**config.mk**
```make
export PLATFORM = sky130hd
export DESIGN_NAME = lgpm_mux
export DESIGN_NICKNAME = d
export VERILOG_FILES = /design/src/core/lgpm_pkg.sv /design/src/core/lgpm_strap_if.sv /design/src/core/lgpm_mux.sv /design/src/core/lgpm_strap.sv
export SDC_FILE = /design/constraint.sdc
export NUM_CORES = 1
export LEC_CHECK = 0
export ABC_AREA = 1
export BUFFER_PORTS_ARGS = -buffer_cell sky130_fd_sc_hd__buf_2
export CAP_MARGIN = 5
export CORE_MARGIN = 5
export CORE_UTILIZATION = 40
export DETAILED_ROUTE_END_ITERATION = 16
export GPL_ROUTABILITY_DRIVEN = 0
export SKIP_LAST_GASP = 1
export SYNTH_ARGS = -nofsm -noshare
export SYNTH_HDL_FRONTEND = slang
export SYNTH_SLANG_ARGS = --single-unit
```
**constraint.sdc**
```tcl
create_clock -name clk_sys -period 3.7 [get_ports clk_sys]
set_input_delay 0.555 -clock clk_sys [delete_from_list [all_inputs] [get_ports clk_sys]]
set_output_delay 0.555 -clock clk_sys [all_outputs]
set_load 0.01 [all_outputs]
```
**src/core/lgpm_pkg.sv**
```systemverilog
/*
  package for the low gpio pin mux: pin indices, mode and function codes,
  reset values and strap timing.
  assumes a 40 MHz clk_sys.
*/
package lgpm_pkg;
  // ==========================================================
  // pins
  localparam int NUM_PINS = 5;
  localparam int PIN_DIN = 0;
  localparam int PIN_CLK = 1;
  localparam int PIN_DOUT = 2;
  localparam int PIN_SEL0 = 3;
  localparam int PIN_SEL1 = 4;

  // ==========================================================
  // per-pin mode, software selected
  typedef enum logic [2:0] {
    LGPM_MODE_OFF = 3'h0,
    LGPM_MODE_IN = 3'h1,
    LGPM_MODE_OUT = 3'h2,
    LGPM_MODE_BIDIR = 3'h3,
    LGPM_MODE_OD = 3'h4,
    LGPM_MODE_ALT = 3'h5
  } lgpm_mode_e;

  // alternate function on pin 4
  localparam logic PIN4_ALT_STEREO = 1'h0;
  localparam logic PIN4_ALT_SEL1 = 1'h1;

  // ==========================================================
  // strap timing
  localparam int CLK_MHZ = 40;
  localparam int STRAP_SETTLE_NS = 1000;
  localparam int STRAP_SETTLE_CYC = (STRAP_SETTLE_NS * CLK_MHZ + 999) / 1000;
  localparam logic [1:0] LANES_RESET = 2'h0;

  typedef enum logic [1:0] {
    LGPM_BOOT_WAIT = 2'h0,
    LGPM_BOOT_SAMPLE = 2'h1,
    LGPM_BOOT_DONE = 2'h2
  } lgpm_boot_e;
endpackage

```
**src/core/lgpm_strap_if.sv**
```systemverilog
/*
  interface joining the pin mux top to its strap sampler.
  assumes both ends run on clk_sys.
*/
`timescale 1ns/10ps
interface lgpm_strap_if;
  logic [1:0] strap_pins;
  logic [2:0] lane_count;
  logic boot_done;
  modport mux(output strap_pins, input lane_count, input boot_done);
  modport sampler(input strap_pins, output lane_count, output boot_done);
endinterface

```
**src/core/lgpm_mux.sv**
```systemverilog
/*
  pin mux for the five low general purpose pins: per-pin mode, serial
  master port alternate functions, stereo shutter output, lane strap.
  assumes pins resolved outside from out/oe, with board pulls on the
  selects and strap pins; serial engine and shutter source on clk_sys.
*/
// Function
// - with the stereo function on pin 4 it drives high for left eye and low for right.
// - pin 4 can instead be the second serial select, driven low to select.
// - pin 3 is the first serial select, driven low to select the power chip.
// - pin 1 drives the serial master clock out.
// - pin 2 drives the serial master data out.
// - pin 0 is sampled as the serial master data input driven by the peripheral.
// - pins 1 and 2 are sampled as inputs during boot to fix the lane count.
// - the lane count is pin 2 high bit, pin 1 low bit, one to four lanes.
// - after boot pins 1 and 2 return to serial clock and data and the strap is ignored.
// - each pin has a software mode of input, output, bidirectional or open-drain.
// - software chooses between plain gpio and the alternate function.
// - an unused pin should be an output at zero, or be pulled when left as input.
`timescale 1ns/10ps
module lgpm_mux (
  input wire logic clk_sys,
  input wire logic reset,
  input wire logic clk_en,
  input wire logic [14:0] pin_mode,
  input wire logic pin4_alt_sel,
  input wire logic [4:0] gpio_out,
  input wire logic [4:0] pin_in,
  input wire logic stereo_left,
  input wire logic serial_master_clock,
  input wire logic serial_master_data_out,
  input wire logic serial_select_first_n,
  input wire logic serial_select_second_n,
  output logic [4:0] pin_out,
  output logic [4:0] pin_oe,
  output logic [4:0] gpio_in,
  output logic serial_master_data_in,
  output logic [2:0] lane_count,
  output logic boot_done
);
  // ==========================================================
  // pin input synchronisers
  logic [4:0] sync1_reg, sync2_reg;
  always_ff @(posedge clk_sys) begin
    if (reset) begin
      sync1_reg <= 5'h00;
      sync2_reg <= 5'h00;
    end else if (clk_en) begin
      sync1_reg <= pin_in;
      sync2_reg <= sync1_reg;
    end
  end

  // ==========================================================
  // strap sampler
  lgpm_strap_if sif();
  assign sif.strap_pins = {sync2_reg[lgpm_pkg::PIN_DOUT], sync2_reg[lgpm_pkg::PIN_CLK]};

  lgpm_strap u_strap (
    .clk_sys(clk_sys),
    .reset(reset),
    .clk_en(clk_en),
    .sif(sif)
  );

  // ==========================================================
  // mode decode
  function automatic lgpm_pkg::lgpm_mode_e mode_of(input logic [14:0] m, input int i);
    lgpm_pkg::lgpm_mode_e r;
    r = lgpm_pkg::lgpm_mode_e'(m[3*i +: 3]);
    return r;
  endfunction

  // alternate value for each pin
  function automatic logic alt_value(input int i, input logic p4sel, input logic left,
                                     input logic sck, input logic sdo,
                                     input logic cs0, input logic cs1);
    logic v;
    v = 1'b0;
    case (i)
      lgpm_pkg::PIN_CLK: v = sck;
      lgpm_pkg::PIN_DOUT: v = sdo;
      lgpm_pkg::PIN_SEL0: v = cs0;
      lgpm_pkg::PIN_SEL1: v = (p4sel == lgpm_pkg::PIN4_ALT_SEL1) ? cs1 : left;
      default: v = 1'b0;
    endcase
    return v;
  endfunction

  // ==========================================================
  // output drive
  logic [4:0] out_reg, out_next, oe_reg, oe_next, gin_reg, gin_next;
  logic din_reg, din_next;

  genvar g;
  generate
    for (g = 0; g < lgpm_pkg::NUM_PINS; g++) begin : g_pin
      always_comb begin
        out_next[g] = 1'b0;
        oe_next[g] = 1'b0;
        gin_next[g] = sync2_reg[g];
        case (mode_of(pin_mode, g))
          lgpm_pkg::LGPM_MODE_OUT, lgpm_pkg::LGPM_MODE_BIDIR: begin
            out_next[g] = gpio_out[g];
            oe_next[g] = 1'b1;
          end
          lgpm_pkg::LGPM_MODE_OD: begin
            // drive only the low level, the pull-up gives high
            out_next[g] = 1'b0;
            oe_next[g] = ~gpio_out[g];
          end
          lgpm_pkg::LGPM_MODE_ALT: begin
            out_next[g] = alt_value(g, pin4_alt_sel, stereo_left, serial_master_clock,
                                    serial_master_data_out, serial_select_first_n,
                                    serial_select_second_n);
            // strap pins stay inputs until boot ends
            oe_next[g] = (g != lgpm_pkg::PIN_DIN) &&
                         (((g != lgpm_pkg::PIN_CLK) && (g != lgpm_pkg::PIN_DOUT)) ||
                          sif.boot_done);
          end
          // input and off modes leave the pin undriven
          default: begin
            out_next[g] = 1'b0;
            oe_next[g] = 1'b0;
          end
        endcase
      end
    end
  endgenerate

  // serial data in from pin 0
  always_comb begin
    din_next = sync2_reg[lgpm_pkg::PIN_DIN];
  end

  always_ff @(posedge clk_sys) begin
    if (reset) begin
      out_reg <= 5'h00;
      oe_reg <= 5'h00;
      gin_reg <= 5'h00;
      din_reg <= 1'b0;
    end else if (clk_en) begin
      out_reg <= out_next;
      oe_reg <= oe_next;
      gin_reg <= gin_next;
      din_reg <= din_next;
    end
  end

  logic [2:0] lanes_reg;
  logic done_reg;
  always_ff @(posedge clk_sys) begin
    if (reset) begin
      lanes_reg <= {1'b0, lgpm_pkg::LANES_RESET} + 3'h1;
      done_reg <= 1'b0;
    end else if (clk_en) begin
      lanes_reg <= sif.lane_count;
      done_reg <= sif.boot_done;
    end
  end

  assign pin_out = out_reg;
  assign pin_oe = oe_reg;
  assign gpio_in = gin_reg;
  assign serial_master_data_in = din_reg;
  assign lane_count = lanes_reg;
  assign boot_done = done_reg;

  // ==========================================================
  // checks
  reset_undriven_a: assert property (@(posedge clk_sys)
    $past(reset) |-> pin_oe == 5'h00)
    else $error("pins driven after reset");
  strap_input_a: assert property (@(posedge clk_sys) disable iff (reset)
    !sif.boot_done |=> !pin_oe[lgpm_pkg::PIN_CLK] && !pin_oe[lgpm_pkg::PIN_DOUT])
    else $error("strap pin driven during boot");
  clk_alt_a: assert property (@(posedge clk_sys) disable iff (reset)
    (clk_en && sif.boot_done && pin_mode[5:3] == 3'h5) |=>
      pin_oe[1] && pin_out[1] == $past(serial_master_clock))
    else $error("serial clock not on pin 1");
  dout_alt_a: assert property (@(posedge clk_sys) disable iff (reset)
    (clk_en && sif.boot_done && pin_mode[8:6] == 3'h5) |=>
      pin_oe[2] && pin_out[2] == $past(serial_master_data_out))
    else $error("serial data not on pin 2");
  sel0_alt_a: assert property (@(posedge clk_sys) disable iff (reset)
    (clk_en && pin_mode[11:9] == 3'h5) |=>
      pin_oe[3] && pin_out[3] == $past(serial_select_first_n))
    else $error("first select not on pin 3");
  pin4_alt_a: assert property (@(posedge clk_sys) disable iff (reset)
    (clk_en && pin_mode[14:12] == 3'h5) |=> pin_oe[4] &&
      pin_out[4] == ($past(pin4_alt_sel) ? $past(serial_select_second_n) : $past(stereo_left)))
    else $error("pin 4 alternate wrong");
  od_low_only_a: assert property (@(posedge clk_sys) disable iff (reset)
    (clk_en && pin_mode[14:12] == 3'h4) |=> !pin_out[4] && pin_oe[4] == !$past(gpio_out[4]))
    else $error("open drain drove high");
  din_path_a: assert property (@(posedge clk_sys) disable iff (reset)
    (clk_en [*4]) |-> serial_master_data_in == $past(pin_in[0], 3))
    else $error("data in path latency wrong");
endmodule

```
**src/core/lgpm_strap.sv**
```systemverilog
/*
  boot strap sampler: waits for the pins to settle after reset, samples the
  two strap levels once and holds the lane count.
  assumes strap_pins are already synchronised to clk_sys.
*/
`timescale 1ns/10ps
module lgpm_strap (
  input wire logic clk_sys,
  input wire logic reset,
  input wire logic clk_en,
  lgpm_strap_if.sampler sif
);
  // ==========================================================
  // boot sequencing
  lgpm_pkg::lgpm_boot_e state_reg, state_next;
  logic [7:0] cnt_reg, cnt_next;
  logic [2:0] lanes_reg, lanes_next;

  always_comb begin
    state_next = state_reg;
    cnt_next = cnt_reg;
    lanes_next = lanes_reg;
    case (state_reg)
      lgpm_pkg::LGPM_BOOT_WAIT: begin
        if (cnt_reg == 8'(lgpm_pkg::STRAP_SETTLE_CYC - 1)) begin
          state_next = lgpm_pkg::LGPM_BOOT_SAMPLE;
        end else begin
          cnt_next = cnt_reg + 8'h01;
        end
      end
      lgpm_pkg::LGPM_BOOT_SAMPLE: begin
        // high bit pin 2, plus one
        lanes_next = {1'b0, sif.strap_pins} + 3'h1;
        state_next = lgpm_pkg::LGPM_BOOT_DONE;
      end
      lgpm_pkg::LGPM_BOOT_DONE: begin
        // later pin levels ignored, lane count frozen
        state_next = lgpm_pkg::LGPM_BOOT_DONE;
      end
      default: begin
        state_next = lgpm_pkg::LGPM_BOOT_WAIT;
      end
    endcase
  end

  always_ff @(posedge clk_sys) begin
    if (reset) begin
      state_reg <= lgpm_pkg::LGPM_BOOT_WAIT;
      cnt_reg <= 8'h00;
      lanes_reg <= {1'b0, lgpm_pkg::LANES_RESET} + 3'h1;
    end else if (clk_en) begin
      state_reg <= state_next;
      cnt_reg <= cnt_next;
      lanes_reg <= lanes_next;
    end
  end

  assign sif.lane_count = lanes_reg;
  assign sif.boot_done = (state_reg == lgpm_pkg::LGPM_BOOT_DONE);

  // ==========================================================
  // checks
  lane_decode_a: assert property (@(posedge clk_sys) disable iff (reset)
    (clk_en && state_reg == lgpm_pkg::LGPM_BOOT_SAMPLE) |=>
      lanes_reg == {1'b0, $past(sif.strap_pins)} + 3'h1)
    else $error("lane count decode wrong");
  lane_frozen_a: assert property (@(posedge clk_sys) disable iff (reset)
    (state_reg == lgpm_pkg::LGPM_BOOT_DONE) |=> $stable(lanes_reg))
    else $error("lane count changed after boot");
endmodule

```
Word level (Yosys, flattened, before mapping):

Index checks and enable logic that the tools add are counted.
Widths: inputs -> output; s select.

* register bits after elaboration: 43
* logic and storage cells: 67

* add/subtract/negate cells: 2
* eq/ne operators: 23
* mux-type cells: 13
* bitwise logic cells: 6
* reduce and logical (&&, ||, !) cells: 12

Operator list (number)
* $eq 3x2->1 const B: 10
* $eq 3x3->1 const B: 9
* $pmux 1 s2: 7
* $reduce_or 2->1: 6
* $add 8x1->8 const B: 1
* $eq 8x6->1 const B: 1
* $not 1->1: 6
* $pmux 1 s3: 2
* $reduce_or 3->1: 2
* $pmux 2 s2: 1
* $reduce_and 2->1: 2
* $add 2x1->3 const B: 1
* $reduce_and 3->1: 1
* $eq 2x1->1 const B: 1
* $eq 2x2->1 const B: 1
* $logic_not 2->1: 1
* $mux 1: 2
* $mux 2: 1
* $ne 2x1->1 const B: 1

Logic depth before layout (Yosys ltp):

Gate-level depths: netlist (run 1).

* depth after elaboration: 3
* gate-level depth with buffers: 8

Cells and area by module:

A second synthesis (run 1) with hierarchy kept.

* cells, all modules: 274
* area, all modules: 1935.6 um^2

Modules (own cells, without submodules)
* lgpm_mux: instances 1, cells an instance 167, area each 1209.9 um^2
* lgpm_strap: instances 1, cells an instance 107, area each 725.7 um^2

Least setup slack after synthesis (run 1):

OpenSTA, ideal clock, no wires.

* kind: in2reg
* from: input clk_en
* to: register out_reg[2] (netlist: pin_out[2])
* setup time: 0.119 ns
* arrival time: 1.137 ns
* path slack: 2.444 ns
* stages: 5
* path buffers: 2
* cell sequence: buf_2 -> inv_2 -> buf_2 -> a21oi_1 -> a21oi_1

RTL lines
* start: declaration: RTL line lgpm_mux.sv:24 `input wire logic clk_en,`
* end signal: assignment: RTL line lgpm_mux.sv:143 `out_reg <= out_next;`
* end: declaration: RTL line lgpm_mux.sv:92 `logic [4:0] out_reg, out_next, oe_reg, oe_next, gin_reg, gin_next;`

Worst setup path after layout (run 1):

* from: input clk_en
* to: register u_strap.cnt_reg[5]

* cells in the longest elaborated chain, start to end: 1

Ends and longest elaborated chain
* $reduce_and 3->1 (no line)
* end signal: assignment: RTL line lgpm_strap.sv:53 `cnt_reg <= cnt_next;`
* end: declaration: RTL line lgpm_strap.sv:16 `logic [7:0] cnt_reg, cnt_next;`

No other way between the ends.
A chain may end at the register's enable or synchronous reset.

==> impl_metrics.ini, run 1 <==
[timing]
clock_skew_ps = 5.873
fmax_ghz = 0.7079
period_needed_ps = 1413
setup_tns_ps = 0
relSlewSlack_pct = 69.54
worst_pin_slew_ps = 456.3
hold_viol_final = 0
post-route-period-util_pct = 38.18
rsz0062_at_grt = no
slew_viol_final = 0
setup_viol = 0

[cts]
cts_setup_buffers = 0
cts_hold_buf = 0
ctsResizeCount = 0
clock_latency_ps = 290
cts_tree = done
cts_buffers = 5
clock_path_buffers = 2
cts_root_buf = clkbuf_8
clk_pin_slew_ps = 80
cts.sinks = 42
h-tree-depth = 2

[route]
first_pass_iters = 4
antenna_left = 0
first_iter_violations = 62
post_drt_wl_per_cell_um = 11.28
vias = 1805
viasPerCell = 4.905
routed_wl_um = 4151
drc_errors = 0

[grt]
grt_max_degree = 34
grt_pass1_vias = 1724
track_usage_pct = 14.30
antenna_found_initial = 0
grt_overflow = 0
grt_pass1_wl_um = 7383

[critical_path]
path_buf_inv = 2
critPathLaunchType = primary input
path_max_fanout = 24
r2r-end = u_strap.cnt_reg[6]
reg2regPathDepth = 6
slowest_delay_ps = 340
critPathKind = in2reg
crit_chain = buf_2 -> buf_4 -> nand3_4 -> o21ai_1 -> nor2_1
arrival_ps = 1600
r2r-start = u_strap.state_reg[0]
r2r_slack_ps = 2430
end_kind = flip-flop
crit_slowest_cell = buf_4
crit_family = buffers and inverters
cp_data_required_time_ps = 3890

[layout]
largest_reg_flops = 8
final_util_pct = 48.96
fin_cells = 368
syn2layout_area_growth_pct = 18.91
diodes = 0
final_cell_mix = 53 x buf_2, 49 x nor2_1, 42 x dfxtp_1, 28 x o21ai_0, 27 x nand2_1
nets = 353
final_common_cell = buf_2
fillers = 482
drive_above_1_share_pct = 23.57

[die]
die_h_um = 79.50
io_pins = 54
start_util_pct = 41.17
dieArea_sq_um = 6319
core_area_sq_um = 4692
fp.dieW_um = 79.50
core.rowCount = 25

[power_and_ir_drop]
power_density_nw_per_um2 = 381.8
comb_power_share_pct = 11.9
swShare_pct = 25.93
p_sw_mw = 0.2275
clkPwrFrac_pct = 32.8
seqPwrFrac_pct = 55.3
cell_internal_pwr_mw = 0.6496
ir_worst_vdd_mv = 0.1731
power_leakage_nw = 1.082

[outcome]
status = finished clean

[worst_hold_path]
min_to = lane_count[0]
hold_path_depth = 2
min_path_type = reg2reg
min_from = lane_count[0]

[yosys]
syn_avg_cell_area_sq_um = 7.318
syn_inst = 264
syn_nets = 304
synth_area_sq_um = 1932
yosysSeqAreaShare_pct = 43.52
synth.distinct_cells = 24
ys_warn_count = 0
synth-seq-cells = 42

[placed_design]
dpl.hpwl_um = 2956
portBuffers = 53
dp_cells = 360

[job]
drv_cap = 0
[cells by family (layout without fill, tap and decap cells)]
kind of cell	Yosys count	in the layout	synth area share [%]
buf+inv	38	88	8.225
xor+xnor	3	3	1.360
simple gates	111	111	25.97
compound gates	64	64	17.03
fa+ha+maj	6	6	3.886
flops	42	42	43.52
[per-stage QoR]
step / power, mW / setup slack [ps] / instance area (sq um) / hold slack [ps]
CTS: 0.8899 / 2286 / 2297 / 466.7
detailed placement: 0.6008 / 1977 / 2211 / 446.0
finish: 0.8771 / 2287 / 2297 / 463.3
global placement: 0.6002 / 1996 / 2211 / 442.0
floorplan: 0.5576 / 2444 / 1932 / 439.1
global route: 0.9301 / 2132 / 2297 / 479.7
[cell type report]
type | count | area, sq um | area share (%)
clock buffer | 6 | 72.57 | 3.159
sequential | 42 | 840.8 | 36.60
clock inverter | 2 | 13.76 | 0.5991
multi-input combinational | 184 | 932.1 | 40.58
tap | 54 | 67.56 | 2.941
inverter | 26 | 97.59 | 4.248
timing repair buffer | 54 | 272.8 | 11.87
[worst register-to-register path: cells and delay by family (launching register included)]
kind	cells	cell delay, ps
AOI/OAI and AO/OA	1	140
adders and majority gates	1	260
buffers and inverters	2	200
DFF	1	320
and+or+nand+nor	2	300
[Yosys cell counts (all sizes together)]
master	count	share of area (%)
a21oi	23	6.0
a31oi	3	0.97
buf	11	3.0
clkbuf	1	0.19
clkinv	1	0.19
dfxtp	42	44
ha	6	3.9
inv	25	4.9
nand2	31	6.5
nand3	23	6.6
nand4	4	1.3
nor2	52	11
nor3	1	0.52
o211ai	1	0.39
o21ai	36	9.3
o21bai	1	0.39
xor2	3	1.4
[how the worst max path moves through the flow]
stage | start | endpoint | cells past startpoint
global route | clk_en | pin_oe[1] | 6
finish | clk_en | u_strap.cnt_reg[5] | 5
CTS | clk_en | u_strap.cnt_reg[5] | 5
global placement | clk_en | u_strap.sif.lane_count[1] | 5
floorplan | clk_en | pin_out[2] | 5
detailed placement | clk_en | u_strap.cnt_reg[5] | 5
[per-layer routing]
layer,vias up,GRT usage (%),wire length (um)
met5,-,0,0
met4,0,3.780,29
met3,3,4.966,285
met2,50,22.54,1793
met1,784,18.54,2042
li1,968,-,-
[power by group through the flow]
stage / clock network (mW) / registers [mW] / logic [mW]
2_1_floorplan: 0 / 0.500 / 0.0574
3_3_place_gp: 0 / 0.496 / 0.104
3_5_place_dp: 0 / 0.495 / 0.105
4_1_cts: 0.299 / 0.485 / 0.106
5_1_grt: 0.320 / 0.489 / 0.121
6_report: 0.288 / 0.485 / 0.104
(Power assumes the default switching activity.)
==> inputs of run 2 (changes only) <==
clock period = 1.31 ns   (was 3.7 ns; I/O delays follow)
==> impl_metrics.ini, run 2 (synthesis results as in run 1) <==
[power_and_ir_drop]
power_leakage_nw = 1.139
comb_power_share_pct = 11.7
power_density_nw_per_um2 = 1133
seqPwrFrac_pct = 49.8
p_sw_mw = 0.6952
swShare_pct = 25.20
clkPwrFrac_pct = 38.5
cell_internal_pwr_mw = 2.064
ir_worst_vdd_mv = 0.6433
p_total_mw = 2.759

[critical_path]
critPathKind = reg2reg
critPathLaunchType = flip-flop
path_max_fanout = 7
arrival_ps = 1420
end_kind = flip-flop
cp_data_required_time_ps = 1530

[cts]
clock_path_buffers = 2
cts_root_buf = clkbuf_8
cts.sinks = 42
h-tree-depth = 2
cts_buffers = 5
clock_latency_ps = 290
clk_pin_slew_ps = 90
cts_setup_buffers = 0
cts_tree = done

[grt]
grt_pass1_vias = 1722
grt_max_degree = 24
antenna_found_initial = 0
grt_pass1_wl_um = 7479
grt_overflow = 0
track_usage_pct = 14.65

[route]
antenna_left = 0
post_drt_wl_per_cell_um = 11.56
routed_wl_um = 4336
vias = 1851
drc_errors = 0
first_iter_violations = 86
first_pass_iters = 4
viasPerCell = 4.936

[die]
fp.dieW_um = 79.50
dieArea_sq_um = 6319
die_h_um = 79.50
core_area_sq_um = 4692
start_util_pct = 41.17
core.rowCount = 25
io_pins = 54

[timing]
post-route-period-util_pct = 91.66
period_needed_ps = 1201
setup_tns_ps = 0
timing.final.ws_setup_ps = 109.2
relSlewSlack_pct = 82.41
hold_viol_final = 0
worst_pin_slew_ps = 263.5
slew_viol_final = 0
setup_viol = 0
rsz0062_at_grt = yes
fin_hold_ws_ps = 116.2
fmax_ghz = 0.8328
clock_skew_ps = 7.705

[layout]
syn2layout_area_growth_pct = 26.10
final_common_cell = buf_2
nets = 360
final_util_pct = 51.92
design_area_sq_um = 2436
largest_reg_flops = 8
fin_cells = 375
drive_above_1_share_pct = 26.79
final_cell_mix = 53 x buf_2, 49 x nor2_1, 40 x dfxtp_1, 28 x o21ai_0, 27 x nand2_1
diodes = 0

[job]
drv_cap = 0

[placed_design]
dp_cells = 366
dpl.hpwl_um = 3152
portBuffers = 53
placed_area_sq_um = 2281
dp_slack_ps = 45.39

[worst_hold_path]
min_path_type = in2reg

[outcome]
status = finished clean
==> run 2: final cells by class <==
class / count / area, sq um
Clock buffer: 5 / 68.82
Clock inverter: 3 / 48.80
Fill cell: 458 / 2256
Inverter: 26 / 97.59
Multi-Input combinational cell: 185 / 967.2
Sequential cell: 42 / 843.3
Tap cell: 54 / 67.56
Timing Repair Buffer: 60 / 342.8
==> run 2: per-layer routing <==
layer | routed length (um) | share of wire (%) | GRT usage [%]
met2 | 1938 | 45 | 23.87
met1 | 2071 | 48 | 18.26
met5 | 0 | 0 | 0
met4 | 29 | 0.67 | 4.124
met3 | 295 | 6.8 | 5.079
==> run 2: worst max-delay path, stage by stage, from the launching register on <==
cell	delay, ps
dfxtp_1	320
inv_1	130
ha_4	200
inv_1	80
nor2_4	180
nand3_1	90
a21oi_1	130
==> run 2: path summary, 6_finish.rpt <==
path                        startpoint                 end  slack, ps  depth (start not counted)
setup / recovery  u_strap.state_reg[0]  u_strap.cnt_reg[0]        110                          6
hold / removal               pin_in[3]        sync1_reg[3]        120                          3
setup reg to reg  u_strap.state_reg[0]  u_strap.cnt_reg[0]        110                          6
hold reg to reg          lane_count[0]       lane_count[0]        460                          2
==> run 2: power groups by stage <==
| stage | clock, mW | sequential [mW] | combinational, mW |
|---|---|---|---|
| after floorplan | 0 | 1.41 | 0.162 |
| after global placement | 0 | 1.40 | 0.320 |
| after detailed placement | 0 | 1.40 | 0.322 |
| after CTS | 1.09 | 1.37 | 0.323 |
| after global routing | 1.14 | 1.38 | 0.374 |
| final | 1.06 | 1.37 | 0.322 |
==> run 2: timing repair <==
action	CTS	global route
setup endpoints to repair	0	10
hold buffers	0	0
gates resized for setup	0	6
==> inputs of run 3 (changes only) <==
SYNTH_HIERARCHICAL = 1   (was not set)
==> impl_metrics.ini, run 3 <==
[layout]
final_cell_mix = 68 x nor2_1, 53 x buf_2, 39 x dfxtp_1, 32 x nand2_1, 32 x o21ai_0
syn2layout_area_growth_pct = 28.25
nets = 379
diodes = 0
final_common_cell = nor2_1
fin_cells = 406
largest_reg_flops = 8
drive_above_1_share_pct = 26.55

[route]
vias = 1880
antenna_left = 0
drc_errors = 0
viasPerCell = 4.631
first_pass_iters = 4
post_drt_wl_per_cell_um = 10.76
first_iter_violations = 141
routed_wl_um = 4368

[die]
core.rowCount = 25
start_util_pct = 40.98
fp.dieW_um = 79.57
core_area_sq_um = 4723
dieArea_sq_um = 6331
io_pins = 54
die_h_um = 79.57

[cts]
clk_pin_slew_ps = 80
cts.sinks = 42
cts_root_buf = clkbuf_8
cts_tree = done
clock_latency_ps = 300
cts_hold_buf = 0
cts_buffers = 5
clock_path_buffers = 2
h-tree-depth = 2

[yosys]
dominantRegCellSynth = dfxtp_1
synth_top_area_share_pct = 43.44
synth_area_leaders = dfxtp_1 43%, nor2_1 13%, o21ai_0 8.3%
ys_warn_count = 6
syn_nets = 315
synth_edf_count = 0
synth_area_sq_um = 1936
netlist_top_cells_count = 69 x nor2_1, 42 x dfxtp_1, 33 x nand2_1
yosysSeqAreaShare_pct = 43.44
syn_inst = 274
syn_avg_cell_area_sq_um = 7.064
yosysMostFrequentCell = nor2_1
postSynth.asyncResetShare_pct = 0
yosys.area.top_type = dfxtp_1
synth.distinct_cells = 20
synth-seq-cells = 42

[grt]
grt_overflow = 0
grt_util_met2_pct = 22.20
grt_util_met1_pct = 18.19
grt_pass1_vias = 1729
grt_max_degree = 19
track_usage_pct = 14.49
antenna_found_initial = 0
grtUsageMet3_pct = 5.418
busiest_layer = met2
grt_pass1_wl_um = 7286

[critical_path]
path_max_fanout = 7
crit_family = simple AND/OR/NAND/NOR gates
crit_top_cell = nand2_4
path_buf_inv = 2
crit_slowest_cell = dfxtp_2
critPathLaunchType = flip-flop
critPathKind = reg2reg
crit_chain = ha_2 -> nand2_4 -> nor2_4 -> nand2_4 -> buf_6 -> nand3_1 -> nand2_1 -> inv_1 -> nor2_2
end_kind = flip-flop
arrival_ps = 1470
cp_data_required_time_ps = 1510
slowest_delay_ps = 340

[worst_hold_path]
min_path_type = in2reg

[timing]
timing.final.ws_setup_ps = 47.29
fin_hold_ws_ps = 119.8
rsz0062_at_grt = yes
setup_viol = 0
clock_skew_ps = 2.777
hold_viol_final = 0
worst_pin_slew_ps = 252.8
period_needed_ps = 1263
relSlewSlack_pct = 83.02
slew_viol_final = 0
post-route-period-util_pct = 96.39
fmax_ghz = 0.7919

[placed_design]
dpl.hpwl_um = 3164
portBuffers = 53
dp_cells = 395
dp_slack_ps = -43.57

[power_and_ir_drop]
power_density_nw_per_um2 = 1143
clkPwrFrac_pct = 36.6
comb_power_share_pct = 14.6
p_sw_mw = 0.7349
p_total_mw = 2.838
cell_internal_pwr_mw = 2.103
seqPwrFrac_pct = 48.9
power_leakage_nw = 1.220
swShare_pct = 25.90
ir_worst_vdd_mv = 0.5105

[job]
drv_cap = 0

[outcome]
status = finished clean
run 3: changes by cell type in the layout (fill, tap and decap cells not counted), sizes merged, moves of 4 or more:
cell / delta
nor2: +19
nand3: -9
buf: +8
a21oi: -6
nand4: +6
nand2: +4
run 3: logic make-up (layout without fill, tap and decap cells):
logic type	Yosys count	after routing	share of synthesized area, %
adders and majority gates	7	7	4.525
AOI/OAI and AO/OA	53	53	14.03
buffers and inverters	39	104	9.308
and+or+nand+nor	133	133	28.70
DFF	42	42	43.44
run 3: final cells by class:
| type | count | area (sq um) |
|---|---|---|
| Fill cell | 471 | 2241 |
| Multi-Input combinational cell | 193 | 954.7 |
| Sequential cell | 42 | 844.6 |
| Timing Repair Buffer | 68 | 381.6 |
| Inverter | 28 | 105.1 |
| Tap cell | 67 | 83.83 |
| Clock buffer | 5 | 68.82 |
| Clock inverter | 3 | 43.79 |
run 3: worst paths after layout:
| kind | from | cells after the start | slack [ps] | to |
|---|---|---|---|---|
| min | pin_in[3] | 3 | 120 | sync1_reg[3] |
| max reg2reg | u_strap/cnt_reg[0] | 9 | 50 | u_strap/cnt_reg[6] |
| max | u_strap/cnt_reg[0] | 9 | 50 | u_strap/cnt_reg[6] |
| min reg2reg | lane_count[0] | 2 | 460 | lane_count[0] |
run 3: tightest hold or removal path, cell delays in order:
cell and delay [ps]:
buf_2 70, nor2_1 30, nor2_1 80
run 3: what timing repair did:
item | in CTS | in global routing
pin swaps | 0 | 3
setup endpoints to repair | 4 | 9
gates resized for setup | 4 | 11
setup buffers | 0 | 3
run 3: per-stage QoR:
step	util [%]	setup TNS (ps)	instance area (sq um)
CTS	51.39	0	2427
floorplan	-	0	1936
global route	52.56	-41.57	2482
detailed placement	48.69	-107.4	2300
global placement	48.69	0	2300
finish	52.56	0	2482
run 3: power groups by stage:
stage | registers (mW) | clock network (mW) | logic (mW)
4_1_cts | 1.39 | 1.07 | 0.410
3_5_place_dp | 1.41 | 0 | 0.400
3_3_place_gp | 1.41 | 0 | 0.399
6_report | 1.39 | 1.04 | 0.413
2_1_floorplan | 1.43 | 0 | 0.220
5_1_grt | 1.39 | 1.12 | 0.476
run 3: layer usage:
layer  routed length, um  vias to the layer above
li1                    -                     1017
met2                1877                       43
met5                   0                        -
met4                  78                        0
met3                 267                        8
met1                2146                      812
